<file path="src/flash_guard_pkg.sv">
// Shared constants, types and helpers for the flash access guard
package flash_guard_pkg;

  // ==========
  // Widths
  localparam int ADDR_W = 17;
  localparam int DATA_W = 8;
  localparam int PAGE_LSB = 10;
  localparam int LIMIT_LSB = 9;

  // ==========
  // Register offsets
  localparam logic [7:0] STORE_ADDR = 8'h8f;
  localparam logic [7:0] CTRL_ADDR = 8'hb7;
  localparam logic [7:0] LIMIT_ADDR = 8'hb6;

  // ==========
  // Reset values, writable and reserved bit masks
  localparam logic [7:0] STORE_RESET = 8'h00;
  localparam logic [7:0] CTRL_RESET = 8'h80;
  localparam logic [7:0] LIMIT_RESET = 8'h00;
  localparam logic [7:0] STORE_WMASK = 8'h07;
  localparam logic [7:0] CTRL_WMASK = 8'hf1;
  localparam logic [7:0] CTRL_RSVD_MASK = 8'h0e;

  // ==========
  // Field positions
  localparam int PWE_BIT = 0;
  localparam int PEE_BIT = 1;
  localparam int SCR_BIT = 2;
  localparam int FWE_BIT = 0;
  localparam int FRT_LSB = 4;
  localparam int FRT_MSB = 5;

  // ==========
  // Memory map
  localparam logic [16:0] SECURITY_PAGE_BASE = 17'h1_f800;
  localparam logic [16:0] RESERVED_BASE = 17'h1_fc00;
  localparam logic [16:0] SCRATCH_MAX = 17'h0_00ff;
  localparam logic [16:0] SCRATCH_ERASE_ALL = 17'h0_0400;
  localparam logic [7:0] DENY_DATA = 8'h00;

  // ==========
  // Types
  typedef enum logic [1:0] {
    MEM_FETCH = 2'b00,
    MEM_CODE_READ = 2'b01,
    MEM_DATA_WRITE = 2'b10
  } mem_op_t;

  typedef enum logic [1:0] {
    FL_READ = 2'b00,
    FL_PROG = 2'b01,
    FL_ERASE = 2'b10
  } flash_op_t;

  typedef enum logic [2:0] {
    CMD_SFR_WRITE = 3'b000,
    CMD_SFR_READ = 3'b001,
    CMD_CODE_READ = 3'b010,
    CMD_DATA_WRITE = 3'b011,
    CMD_FETCH = 3'b100
  } cmd_kind_t;

  function automatic logic [6:0] page_of(input logic [16:0] addr);
    page_of = addr[16:PAGE_LSB];
  endfunction : page_of

endpackage : flash_guard_pkg

</file>
<file path="src/flash_guard_if.sv">
// Interface joining the processor core end and the flash guard end
interface flash_guard_if;
  logic sfr_wr;
  logic sfr_rd;
  logic [7:0] sfr_addr;
  logic [7:0] sfr_wdata;
  logic [7:0] sfr_rdata;
  logic sfr_ack;
  logic mem_req;
  flash_guard_pkg::mem_op_t mem_op;
  logic [16:0] mem_addr;
  logic [16:0] exec_addr;
  logic [7:0] mem_wdata;
  logic [7:0] mem_rdata;
  logic mem_ack;
  logic mem_denied;

  modport device (
    input sfr_wr, sfr_rd, sfr_addr, sfr_wdata, mem_req, mem_op, mem_addr, exec_addr, mem_wdata,
    output sfr_rdata, sfr_ack, mem_rdata, mem_ack, mem_denied
  );

  modport host (
    output sfr_wr, sfr_rd, sfr_addr, sfr_wdata, mem_req, mem_op, mem_addr, exec_addr, mem_wdata,
    input sfr_rdata, sfr_ack, mem_rdata, mem_ack, mem_denied
  );
endinterface : flash_guard_if

</file>
<file path="src/flash_access_check.sv">
// Permission decision for one firmware flash access
module flash_access_check (
  input wire flash_guard_pkg::flash_op_t op_in,
  input wire logic [16:0] addr_in,
  input wire logic [16:0] exec_addr_in,
  input wire logic [16:0] limit_in,
  input wire logic write_erase_enable_in,
  input wire logic scratch_in,
  output logic allow_out
);
  logic upper;
  logic is_write;

  always_comb begin
    upper = (exec_addr_in >= limit_in);
    is_write = (op_in != flash_guard_pkg::FL_READ);
    allow_out = 1'b1;
    if (scratch_in) begin
      allow_out = 1'b1;
    end else if (addr_in >= flash_guard_pkg::RESERVED_BASE) begin
      allow_out = 1'b0;
    end else if (op_in == flash_guard_pkg::FL_ERASE &&
                 flash_guard_pkg::page_of(addr_in) == flash_guard_pkg::page_of(flash_guard_pkg::SECURITY_PAGE_BASE)) begin
      allow_out = 1'b0;
    end else if (upper && addr_in < limit_in) begin
      allow_out = 1'b0;
    end
    if (is_write && !write_erase_enable_in) begin
      allow_out = 1'b0;
    end
  end
endmodule : flash_access_check

</file>
<file path="src/flash_access_guard.sv">
// Flash access guard: control registers, access decision and flash sequencing
// Contract
// - Debug lock bytes never gate firmware accesses
// - Lower code accesses all but reserved area
// - Firmware erase of security page refused
// - Firmware may read, write security page
// - Reserved area always blocked; instruction fetches there are not checked and still reach flash
// - Upper code accesses only upper pages
// - Upper code refused on lower pages
// - Instruction fetch below limit always allowed
// - Read time field bits 5-4 selects timing
// - Control bits 3-1 read zero, write zero
// - Write enable bit 0 gates writes, erases
// - Software quiets cache before lowering read time
// - Scratchpad select routes reads, writes to scratchpad
// - Scratchpad addresses 0x00-0xFF; 0x400 erases both
// - Erase enable plus write enable erases page
// - Write enable: flash byte, else external RAM
// - Software erases before programming a byte
// - Store control bits 7-3 read zero
// - Limit is register high bits, write-once
// - Upper code reads of lower give junk; refused reads here return fixed 0x00
module flash_access_guard (
  input wire logic clk_in,
  input wire logic resetn_in,
  flash_guard_if.device bus,
  input wire logic flash_done_in,
  input wire logic [7:0] flash_rdata_in,
  output logic flash_start_out,
  output flash_guard_pkg::flash_op_t flash_op_out,
  output logic [16:0] flash_addr_out,
  output logic [7:0] flash_wdata_out,
  output logic flash_scratch_out,
  output logic flash_erase_both_out,
  output logic [1:0] flash_read_time_out,
  output logic xram_wr_out,
  output logic [15:0] xram_addr_out,
  output logic [7:0] xram_wdata_out
);

  typedef enum logic {
    DS_IDLE = 1'b0,
    DS_FLASH = 1'b1
  } dev_state_t;

  // ==========
  // Control registers
  logic [7:0] program_store_control, next_program_store_control;
  logic [7:0] flash_memory_control, next_flash_memory_control;
  logic [7:0] access_limit_register, next_access_limit_register;
  logic [7:0] sfr_rdata, next_sfr_rdata;
  logic limit_written, next_limit_written, sfr_ack, next_sfr_ack;

  always_comb begin
    next_program_store_control = program_store_control;
    next_flash_memory_control = flash_memory_control;
    next_access_limit_register = access_limit_register;
    next_limit_written = limit_written;
    next_sfr_ack = bus.sfr_wr | bus.sfr_rd;
    next_sfr_rdata = 8'h00;
    if (bus.sfr_wr) begin
      unique case (bus.sfr_addr)
        flash_guard_pkg::STORE_ADDR:
          next_program_store_control = bus.sfr_wdata & flash_guard_pkg::STORE_WMASK;
        flash_guard_pkg::CTRL_ADDR:
          next_flash_memory_control = bus.sfr_wdata & flash_guard_pkg::CTRL_WMASK;
        flash_guard_pkg::LIMIT_ADDR: begin
          if (!limit_written) begin
            next_access_limit_register = bus.sfr_wdata;
            next_limit_written = 1'b1;
          end
        end
        default: ;
      endcase
    end
    if (bus.sfr_rd) begin
      unique case (bus.sfr_addr)
        flash_guard_pkg::STORE_ADDR: next_sfr_rdata = program_store_control;
        flash_guard_pkg::CTRL_ADDR: next_sfr_rdata = flash_memory_control;
        flash_guard_pkg::LIMIT_ADDR: next_sfr_rdata = access_limit_register;
        default: next_sfr_rdata = 8'h00;
      endcase
    end
  end

  always_ff @(posedge clk_in) begin
    if (!resetn_in) begin
      program_store_control <= flash_guard_pkg::STORE_RESET;
      flash_memory_control <= flash_guard_pkg::CTRL_RESET;
      access_limit_register <= flash_guard_pkg::LIMIT_RESET;
      limit_written <= 1'b0;
      sfr_rdata <= 8'h00;
      sfr_ack <= 1'b0;
    end else begin
      program_store_control <= next_program_store_control;
      flash_memory_control <= next_flash_memory_control;
      access_limit_register <= next_access_limit_register;
      limit_written <= next_limit_written;
      sfr_rdata <= next_sfr_rdata;
      sfr_ack <= next_sfr_ack;
    end
  end

  assign bus.sfr_rdata = sfr_rdata;
  assign bus.sfr_ack = sfr_ack;

  // ==========
  // Access decision
  logic [16:0] access_limit_address;
  logic scratchpad_select;
  logic program_write_enable;
  logic page_erase_enable;
  flash_guard_pkg::flash_op_t req_op;
  logic allow;

  assign access_limit_address = {access_limit_register, {flash_guard_pkg::LIMIT_LSB{1'b0}}};
  assign scratchpad_select = program_store_control[flash_guard_pkg::SCR_BIT];
  assign program_write_enable = program_store_control[flash_guard_pkg::PWE_BIT];
  assign page_erase_enable = program_store_control[flash_guard_pkg::PEE_BIT];

  always_comb begin
    req_op = flash_guard_pkg::FL_READ;
    if (bus.mem_op == flash_guard_pkg::MEM_DATA_WRITE) begin
      req_op = page_erase_enable ? flash_guard_pkg::FL_ERASE : flash_guard_pkg::FL_PROG;
    end
  end

  flash_access_check flash_access_check_inst (
    .op_in(req_op),
    .addr_in(bus.mem_addr),
    .exec_addr_in(bus.exec_addr),
    .limit_in(access_limit_address),
    .write_erase_enable_in(flash_memory_control[flash_guard_pkg::FWE_BIT]),
    .scratch_in(scratchpad_select),
    .allow_out(allow)
  );

  // ==========
  // Access sequencing
  dev_state_t state, next_state;
  logic mem_ack, next_mem_ack, mem_denied, next_mem_denied, flash_start, next_flash_start;
  logic flash_scratch, next_flash_scratch, flash_erase_both, next_flash_erase_both, xram_wr, next_xram_wr;
  logic [7:0] mem_rdata, next_mem_rdata, flash_wdata, next_flash_wdata, xram_wdata, next_xram_wdata;
  flash_guard_pkg::flash_op_t flash_op, next_flash_op;
  logic [16:0] flash_addr, next_flash_addr;
  logic [15:0] xram_addr, next_xram_addr;

  always_comb begin
    next_state = state;
    next_mem_ack = 1'b0;
    next_mem_denied = mem_denied;
    next_mem_rdata = mem_rdata;
    next_flash_start = 1'b0;
    next_flash_op = flash_op;
    next_flash_addr = flash_addr;
    next_flash_wdata = flash_wdata;
    next_flash_scratch = flash_scratch;
    next_flash_erase_both = flash_erase_both;
    next_xram_wr = 1'b0;
    next_xram_addr = xram_addr;
    next_xram_wdata = xram_wdata;
    unique case (state)
      DS_IDLE: begin
        if (bus.mem_req) begin
          next_flash_addr = bus.mem_addr;
          next_flash_wdata = bus.mem_wdata;
          next_flash_op = req_op;
          next_flash_scratch = scratchpad_select && bus.mem_op != flash_guard_pkg::MEM_FETCH;
          // erase at 0x400 clears both sectors
          next_flash_erase_both = scratchpad_select && req_op == flash_guard_pkg::FL_ERASE &&
                                  bus.mem_addr == flash_guard_pkg::SCRATCH_ERASE_ALL;
          next_mem_denied = 1'b0;
          if (bus.mem_op == flash_guard_pkg::MEM_FETCH) begin
            next_flash_op = flash_guard_pkg::FL_READ;
            next_flash_scratch = 1'b0;
            next_flash_start = 1'b1;
            next_state = DS_FLASH;
          end else if (bus.mem_op == flash_guard_pkg::MEM_DATA_WRITE && !program_write_enable) begin
            // writes fall through to external RAM
            next_xram_wr = 1'b1;
            next_xram_addr = bus.mem_addr[15:0];
            next_xram_wdata = bus.mem_wdata;
            next_mem_ack = 1'b1;
          end else if (allow) begin
            next_flash_start = 1'b1;
            next_state = DS_FLASH;
          end else begin
            // refused: no flash cycle, fixed data
            next_mem_rdata = flash_guard_pkg::DENY_DATA;
            next_mem_denied = 1'b1;
            next_mem_ack = 1'b1;
          end
        end
      end
      DS_FLASH: begin
        // Flash macro is slow; hold the request until it reports done
        if (flash_done_in) begin
          next_mem_rdata = (flash_op == flash_guard_pkg::FL_READ) ? flash_rdata_in : 8'h00;
          next_mem_ack = 1'b1;
          next_state = DS_IDLE;
        end
      end
    endcase
  end

  always_ff @(posedge clk_in) begin
    if (!resetn_in) begin
      state <= DS_IDLE;
      mem_ack <= 1'b0;
      mem_denied <= 1'b0;
      mem_rdata <= 8'h00;
      flash_start <= 1'b0;
      flash_op <= flash_guard_pkg::FL_READ;
      flash_addr <= 17'h0_0000;
      flash_wdata <= 8'h00;
      flash_scratch <= 1'b0;
      flash_erase_both <= 1'b0;
      xram_wr <= 1'b0;
      xram_addr <= 16'h0000;
      xram_wdata <= 8'h00;
    end else begin
      state <= next_state;
      mem_ack <= next_mem_ack;
      mem_denied <= next_mem_denied;
      mem_rdata <= next_mem_rdata;
      flash_start <= next_flash_start;
      flash_op <= next_flash_op;
      flash_addr <= next_flash_addr;
      flash_wdata <= next_flash_wdata;
      flash_scratch <= next_flash_scratch;
      flash_erase_both <= next_flash_erase_both;
      xram_wr <= next_xram_wr;
      xram_addr <= next_xram_addr;
      xram_wdata <= next_xram_wdata;
    end
  end

  assign bus.mem_ack = mem_ack;
  assign bus.mem_denied = mem_denied;
  assign bus.mem_rdata = mem_rdata;
  assign flash_start_out = flash_start;
  assign flash_op_out = flash_op;
  assign flash_addr_out = flash_addr;
  assign flash_wdata_out = flash_wdata;
  assign flash_scratch_out = flash_scratch;
  assign flash_erase_both_out = flash_erase_both;
  // read time straight from the field
  assign flash_read_time_out = flash_memory_control[flash_guard_pkg::FRT_MSB:flash_guard_pkg::FRT_LSB];
  assign xram_wr_out = xram_wr;
  assign xram_addr_out = xram_addr;
  assign xram_wdata_out = xram_wdata;

endmodule : flash_access_guard

</file>
<file path="src/flat_wrapper.sv">
// flat-port wrapper written by rule: the top's interface ports become plain ports
module flash_access_guard_flat 
  (clk_in, resetn_in, flash_done_in, flash_rdata_in, flash_start_out, flash_op_out, flash_addr_out, flash_wdata_out, flash_scratch_out, flash_erase_both_out, flash_read_time_out, xram_wr_out, xram_addr_out, xram_wdata_out, bus_sfr_wr, bus_sfr_rd, bus_sfr_addr, bus_sfr_wdata, bus_mem_req, bus_mem_op, bus_mem_addr, bus_exec_addr, bus_mem_wdata, bus_sfr_rdata, bus_sfr_ack, bus_mem_rdata, bus_mem_ack, bus_mem_denied);
  flash_guard_if bus_i ();
  input wire logic clk_in;
  input wire logic resetn_in;
  input wire logic flash_done_in;
  input wire logic [7:0] flash_rdata_in;
  output logic flash_start_out;
  output flash_guard_pkg::flash_op_t flash_op_out;
  output logic [16:0] flash_addr_out;
  output logic [7:0] flash_wdata_out;
  output logic flash_scratch_out;
  output logic flash_erase_both_out;
  output logic [1:0] flash_read_time_out;
  output logic xram_wr_out;
  output logic [15:0] xram_addr_out;
  output logic [7:0] xram_wdata_out;
  input wire logic [$bits(bus_i.sfr_wr)-1:0] bus_sfr_wr;
  input wire logic [$bits(bus_i.sfr_rd)-1:0] bus_sfr_rd;
  input wire logic [$bits(bus_i.sfr_addr)-1:0] bus_sfr_addr;
  input wire logic [$bits(bus_i.sfr_wdata)-1:0] bus_sfr_wdata;
  input wire logic [$bits(bus_i.mem_req)-1:0] bus_mem_req;
  input wire logic [$bits(bus_i.mem_op)-1:0] bus_mem_op;
  input wire logic [$bits(bus_i.mem_addr)-1:0] bus_mem_addr;
  input wire logic [$bits(bus_i.exec_addr)-1:0] bus_exec_addr;
  input wire logic [$bits(bus_i.mem_wdata)-1:0] bus_mem_wdata;
  output wire logic [$bits(bus_i.sfr_rdata)-1:0] bus_sfr_rdata;
  output wire logic [$bits(bus_i.sfr_ack)-1:0] bus_sfr_ack;
  output wire logic [$bits(bus_i.mem_rdata)-1:0] bus_mem_rdata;
  output wire logic [$bits(bus_i.mem_ack)-1:0] bus_mem_ack;
  output wire logic [$bits(bus_i.mem_denied)-1:0] bus_mem_denied;
  assign bus_i.sfr_wr = bus_sfr_wr;
  assign bus_i.sfr_rd = bus_sfr_rd;
  assign bus_i.sfr_addr = bus_sfr_addr;
  assign bus_i.sfr_wdata = bus_sfr_wdata;
  assign bus_i.mem_req = bus_mem_req;
  assign bus_i.mem_op = bus_mem_op;
  assign bus_i.mem_addr = bus_mem_addr;
  assign bus_i.exec_addr = bus_exec_addr;
  assign bus_i.mem_wdata = bus_mem_wdata;
  assign bus_sfr_rdata = bus_i.sfr_rdata;
  assign bus_sfr_ack = bus_i.sfr_ack;
  assign bus_mem_rdata = bus_i.mem_rdata;
  assign bus_mem_ack = bus_i.mem_ack;
  assign bus_mem_denied = bus_i.mem_denied;
  flash_access_guard u_core (.clk_in(clk_in), .resetn_in(resetn_in), .bus(bus_i), .flash_done_in(flash_done_in), .flash_rdata_in(flash_rdata_in), .flash_start_out(flash_start_out), .flash_op_out(flash_op_out), .flash_addr_out(flash_addr_out), .flash_wdata_out(flash_wdata_out), .flash_scratch_out(flash_scratch_out), .flash_erase_both_out(flash_erase_both_out), .flash_read_time_out(flash_read_time_out), .xram_wr_out(xram_wr_out), .xram_addr_out(xram_addr_out), .xram_wdata_out(xram_wdata_out));
endmodule
</file>
<file path="config.mk">
export PLATFORM = sky130hd
export DESIGN_NAME = flash_access_guard_flat
export DESIGN_NICKNAME = d
export VERILOG_FILES = /design/src/flash_guard_pkg.sv /design/src/flash_guard_if.sv /design/src/flash_access_check.sv /design/src/flash_access_guard.sv /design/src/flat_wrapper.sv
export SDC_FILE = /design/constraint.sdc
export NUM_CORES = 1
export LEC_CHECK = 0
export BUFFER_PORTS_ARGS = -buffer_cell sky130_fd_sc_hd__buf_2
export CORE_ASPECT_RATIO = 0.5
export CORE_MARGIN = 10
export CORE_UTILIZATION = 35
export DETAILED_ROUTE_END_ITERATION = 10
export PLACE_DENSITY = 0.68
export SLEW_MARGIN = 20
export SYNTH_ARGS = -nofsm -noshare
export SYNTH_HDL_FRONTEND = slang
export SYNTH_HIERARCHICAL = 1
export SYNTH_SLANG_ARGS = --single-unit
export TNS_END_PERCENT = 30
</file>
<file path="constraint.sdc">
create_clock -name clk_in -period 3.71 [get_ports clk_in]
set_input_delay 0.1855 -clock clk_in [delete_from_list [all_inputs] [get_ports clk_in]]
set_output_delay 0.1855 -clock clk_in [all_outputs]
set_load 0.1 [all_outputs]
</file>
==> impl_metrics.json <==
{
  "finalMaxSlewViolations": 0,
  "min_path_type": "in2reg",
  "cp_common_cell": "or4_1",
  "grt_max_degree": 42,
  "yosys_warnings": 6,
  "fin_nets": 759,
  "gp_congestion": 0.800,
  "io_buffers": 149,
  "finalPower_uw": 2460,
  "die_h_um": 98.6,
  "cts.sinks": 92,
  "core-area_um2": 11900,
  "clk_pin_slew_ns": 0.07,
  "cp-start-kind": "register",
  "slew_headroom_pct": 33.6,
  "clk_path_buf_depth": 2,
  "cp_slowest_stage_delay_ns": 0.52,
  "crit_arrival_ns": 3.13,
  "insertion_delay_ns": 0.34,
  "synth-seq-cells": 92,
  "overflow": 0,
  "tritoncts": "yes",
  "path_buf_inv": 1,
  "drc": 0,
  "required_ns": 3.94,
  "maxCapViolations": 0,
  "synth_area_um2": 4330,
  "cts-resized-gates": 0,
  "vias": 4154,
  "rrSetupSlack_ns": 0.81,
  "final-setup-viol-count": 0,
  "cts-root-buf": "clkbuf_16",
  "synthCells": 512,
  "ys_top_cells_by_area": "dfxtp_1 43%, ha_1 9.5%, a21oi_1 7.8%",
  "dp_hpwl_um": 10800,
  "final_cell_mix": "149 x buf_2, 92 x dfxtp_1, 87 x nand2_1",
  "grt_setup_unrepaired": "no",
  "cp_max_fo": 8,
  "outcome": "completed",
  "tightest_slew_ns": 0.991,
  "antenna_found_initial": 0,
  "p_per_area_nw_per_um2": 447,
  "ys_types": 52,
  "hold_buffers": 0,
  "grt_usage_pct": 15.5,
  "die_w_um": 177,
  "finalHoldViolations": 0,
  "wl_um": 14300,
  "p_leak_uw": 0.00252,
  "synth_enable_flop_cells": 0,
  "synth_ff_type": "dfxtp_1",
  "seq_area_frac_synth_pct": 42.6,
  "syn_avg_cell_area_um2": 8.45,
  "grt_pass1_vias": 3991,
  "cts_inserted_buffers": 9,
  "fmax_ghz": 0.345,
  "instances_no_fill": 821,
  "cts_setup_buffers": 0,
  "ir_drop_mv": 0.202,
  "whs_ns": 0.0363,
  "cp_slowest_cell": "or4_1",
  "worst-setup-path-type": "reg2reg",
  "rows": 28,
  "routedWlPerCell_um": 17.4,
  "end_kind": "register",
  "start_util_pct": 36.2,
  "grt_pass1_wl_um": 21900,
  "final_util_pct": 46.0,
  "drt-vias-per-instance": 5.06,
  "io_pins": 150,
  "period_minus_slack_ns": 2.90,
  "n_antenna_cell": 0,
  "synth_top_area_share_pct": 42.6,
  "final_common_cell": "buf_2",
  "skew_ns": 0.00512,
  "tns_ns": 0,
  "syn_to_final_growth_pct": 27.0,
  "die_area_um2": 17500,
  "drive_above_1_share_pct": 27.0,
  "final_antenna_net_count": 0,
  "ys_async_sr_fraction_pct": 0,
  "dp.cells": 806,
  "period_share_pct": 78.1,
  "drtIter0Drc": 343,
  "crit_family": "simple AND/OR/NAND/NOR gates",
  "path_cells": "inv_1 -> ha_1 -> nand4_1 -> or4_1 -> or4_1 -> o211ai_1 -> a21oi_1 -> o31a_1 -> a32o_1",
  "first_pass_iters": 5,
  "htreeDepth": 3,
  "yosys.area.top_type": "dfxtp_1",
  "fillers": 1183
}
==> kinds of logic (layout without fill, tap and decap cells) <==
kind of cell,Yosys count,after routing,share of synthesized area [%]
AO/OA/AOI/OAI,125,125,16.7
adder cells (fa/ha/maj),33,33,9.54
buffers and inverters,58,193,5.70
flip-flops,92,92,42.6
multiplexers,23,23,5.35
other,1,10,0.0867
AND/OR/NAND/NOR,180,180,20.1
==> path summary, 6_finish.rpt <==
path,startpoint,end,cells past startpoint
max reg2reg,u_core/access_limit_register[5],u_core/bus.mem_rdata[3],9
max,u_core/access_limit_register[5],u_core/bus.mem_rdata[3],9
min,flash_done_in,u_core/state,2
min reg2reg,u_core/flash_addr_out[14],u_core/flash_addr_out[14],2
==> sequential cells by signal (all words and copies together) (netlist names) <==
name,cells
u_core/bus.sfr_ack,1
u_core/bus.mem_denied,1
u_core/state,1
u_core/flash_scratch_out,1
u_core/bus.mem_ack,1
u_core/flash_addr_out,17
u_core/bus.mem_rdata,8
u_core/xram_wdata_out,8
u_core/bus.sfr_rdata,8
u_core/flash_erase_both_out,1
u_core/flash_op_out,2
u_core/program_store_control,3
u_core/xram_wr_out,1
u_core/flash_wdata_out,8
u_core/flash_memory_control,5
u_core/limit_written,1
u_core/access_limit_register,8
u_core/flash_start_out,1
u_core/xram_addr_out,16
==> where the power goes <==
group / switching [uW] / total, uW / internal [uW] / leakage, uW
Sequential: 15.3 / 1030 / 1020 / 0.000748
Combinational: 383 / 494 / 111 / 0.00164
Clock: 403 / 929 / 526 / 0.000136
Total: 802 / 2460 / 1660 / 0.00252
==> layer usage <==
layer  part of all wire (%)  track usage, %  up-vias
li1                       -               -     2076
met1                     43            18.8     1950
met2                     48            26.6      121
met3                    7.6            4.95        7
met4                   0.57            2.83        0
met5                      0               0        -
==> per-stage QoR <==
| stage | setup WS (ns) | instance area [um^2] |
|---|---|---|
| finish | 0.813 | 5490 |
| global route | 0.617 | 5490 |
| CTS | 0.811 | 5490 |
| detailed placement | 0.823 | 5200 |
| global placement | 0.915 | 5200 |
| floorplan | 1.11 | 4360 |
==> Yosys cell counts, drive strengths merged, types with 2 or more instances <==
| master | number |
|---|---|
| a2111oi | 2 |
| a211oi | 2 |
| a21o | 4 |
| a21oi | 67 |
| a32o | 6 |
| and3b | 2 |
| and4bb | 2 |
| buf | 15 |
| clkbuf | 19 |
| dfxtp | 92 |
| ha | 33 |
| inv | 23 |
| mux2i | 22 |
| nand2 | 87 |
| nand2b | 2 |
| nand3 | 33 |
| nand4 | 16 |
| nor2 | 18 |
| nor3 | 5 |
| nor4 | 3 |
| nor4b | 2 |
| o211ai | 3 |
| o21ai | 31 |
| or4 | 2 |
==> cell type report <==
| type | count | area [um^2] | area share [%] |
|---|---|---|---|
| inverters | 24 | 90.1 | 1.64 |
| clock inverters | 6 | 72.6 | 1.32 |
| well taps | 165 | 206 | 3.76 |
| multi-input cells | 371 | 2270 | 41.4 |
| clock buffers | 9 | 225 | 4.10 |
| repair buffers | 154 | 783 | 14.3 |
| flip-flops and latches | 92 | 1840 | 33.5 |
No activity file was read; power rests on OpenSTA's default activity.
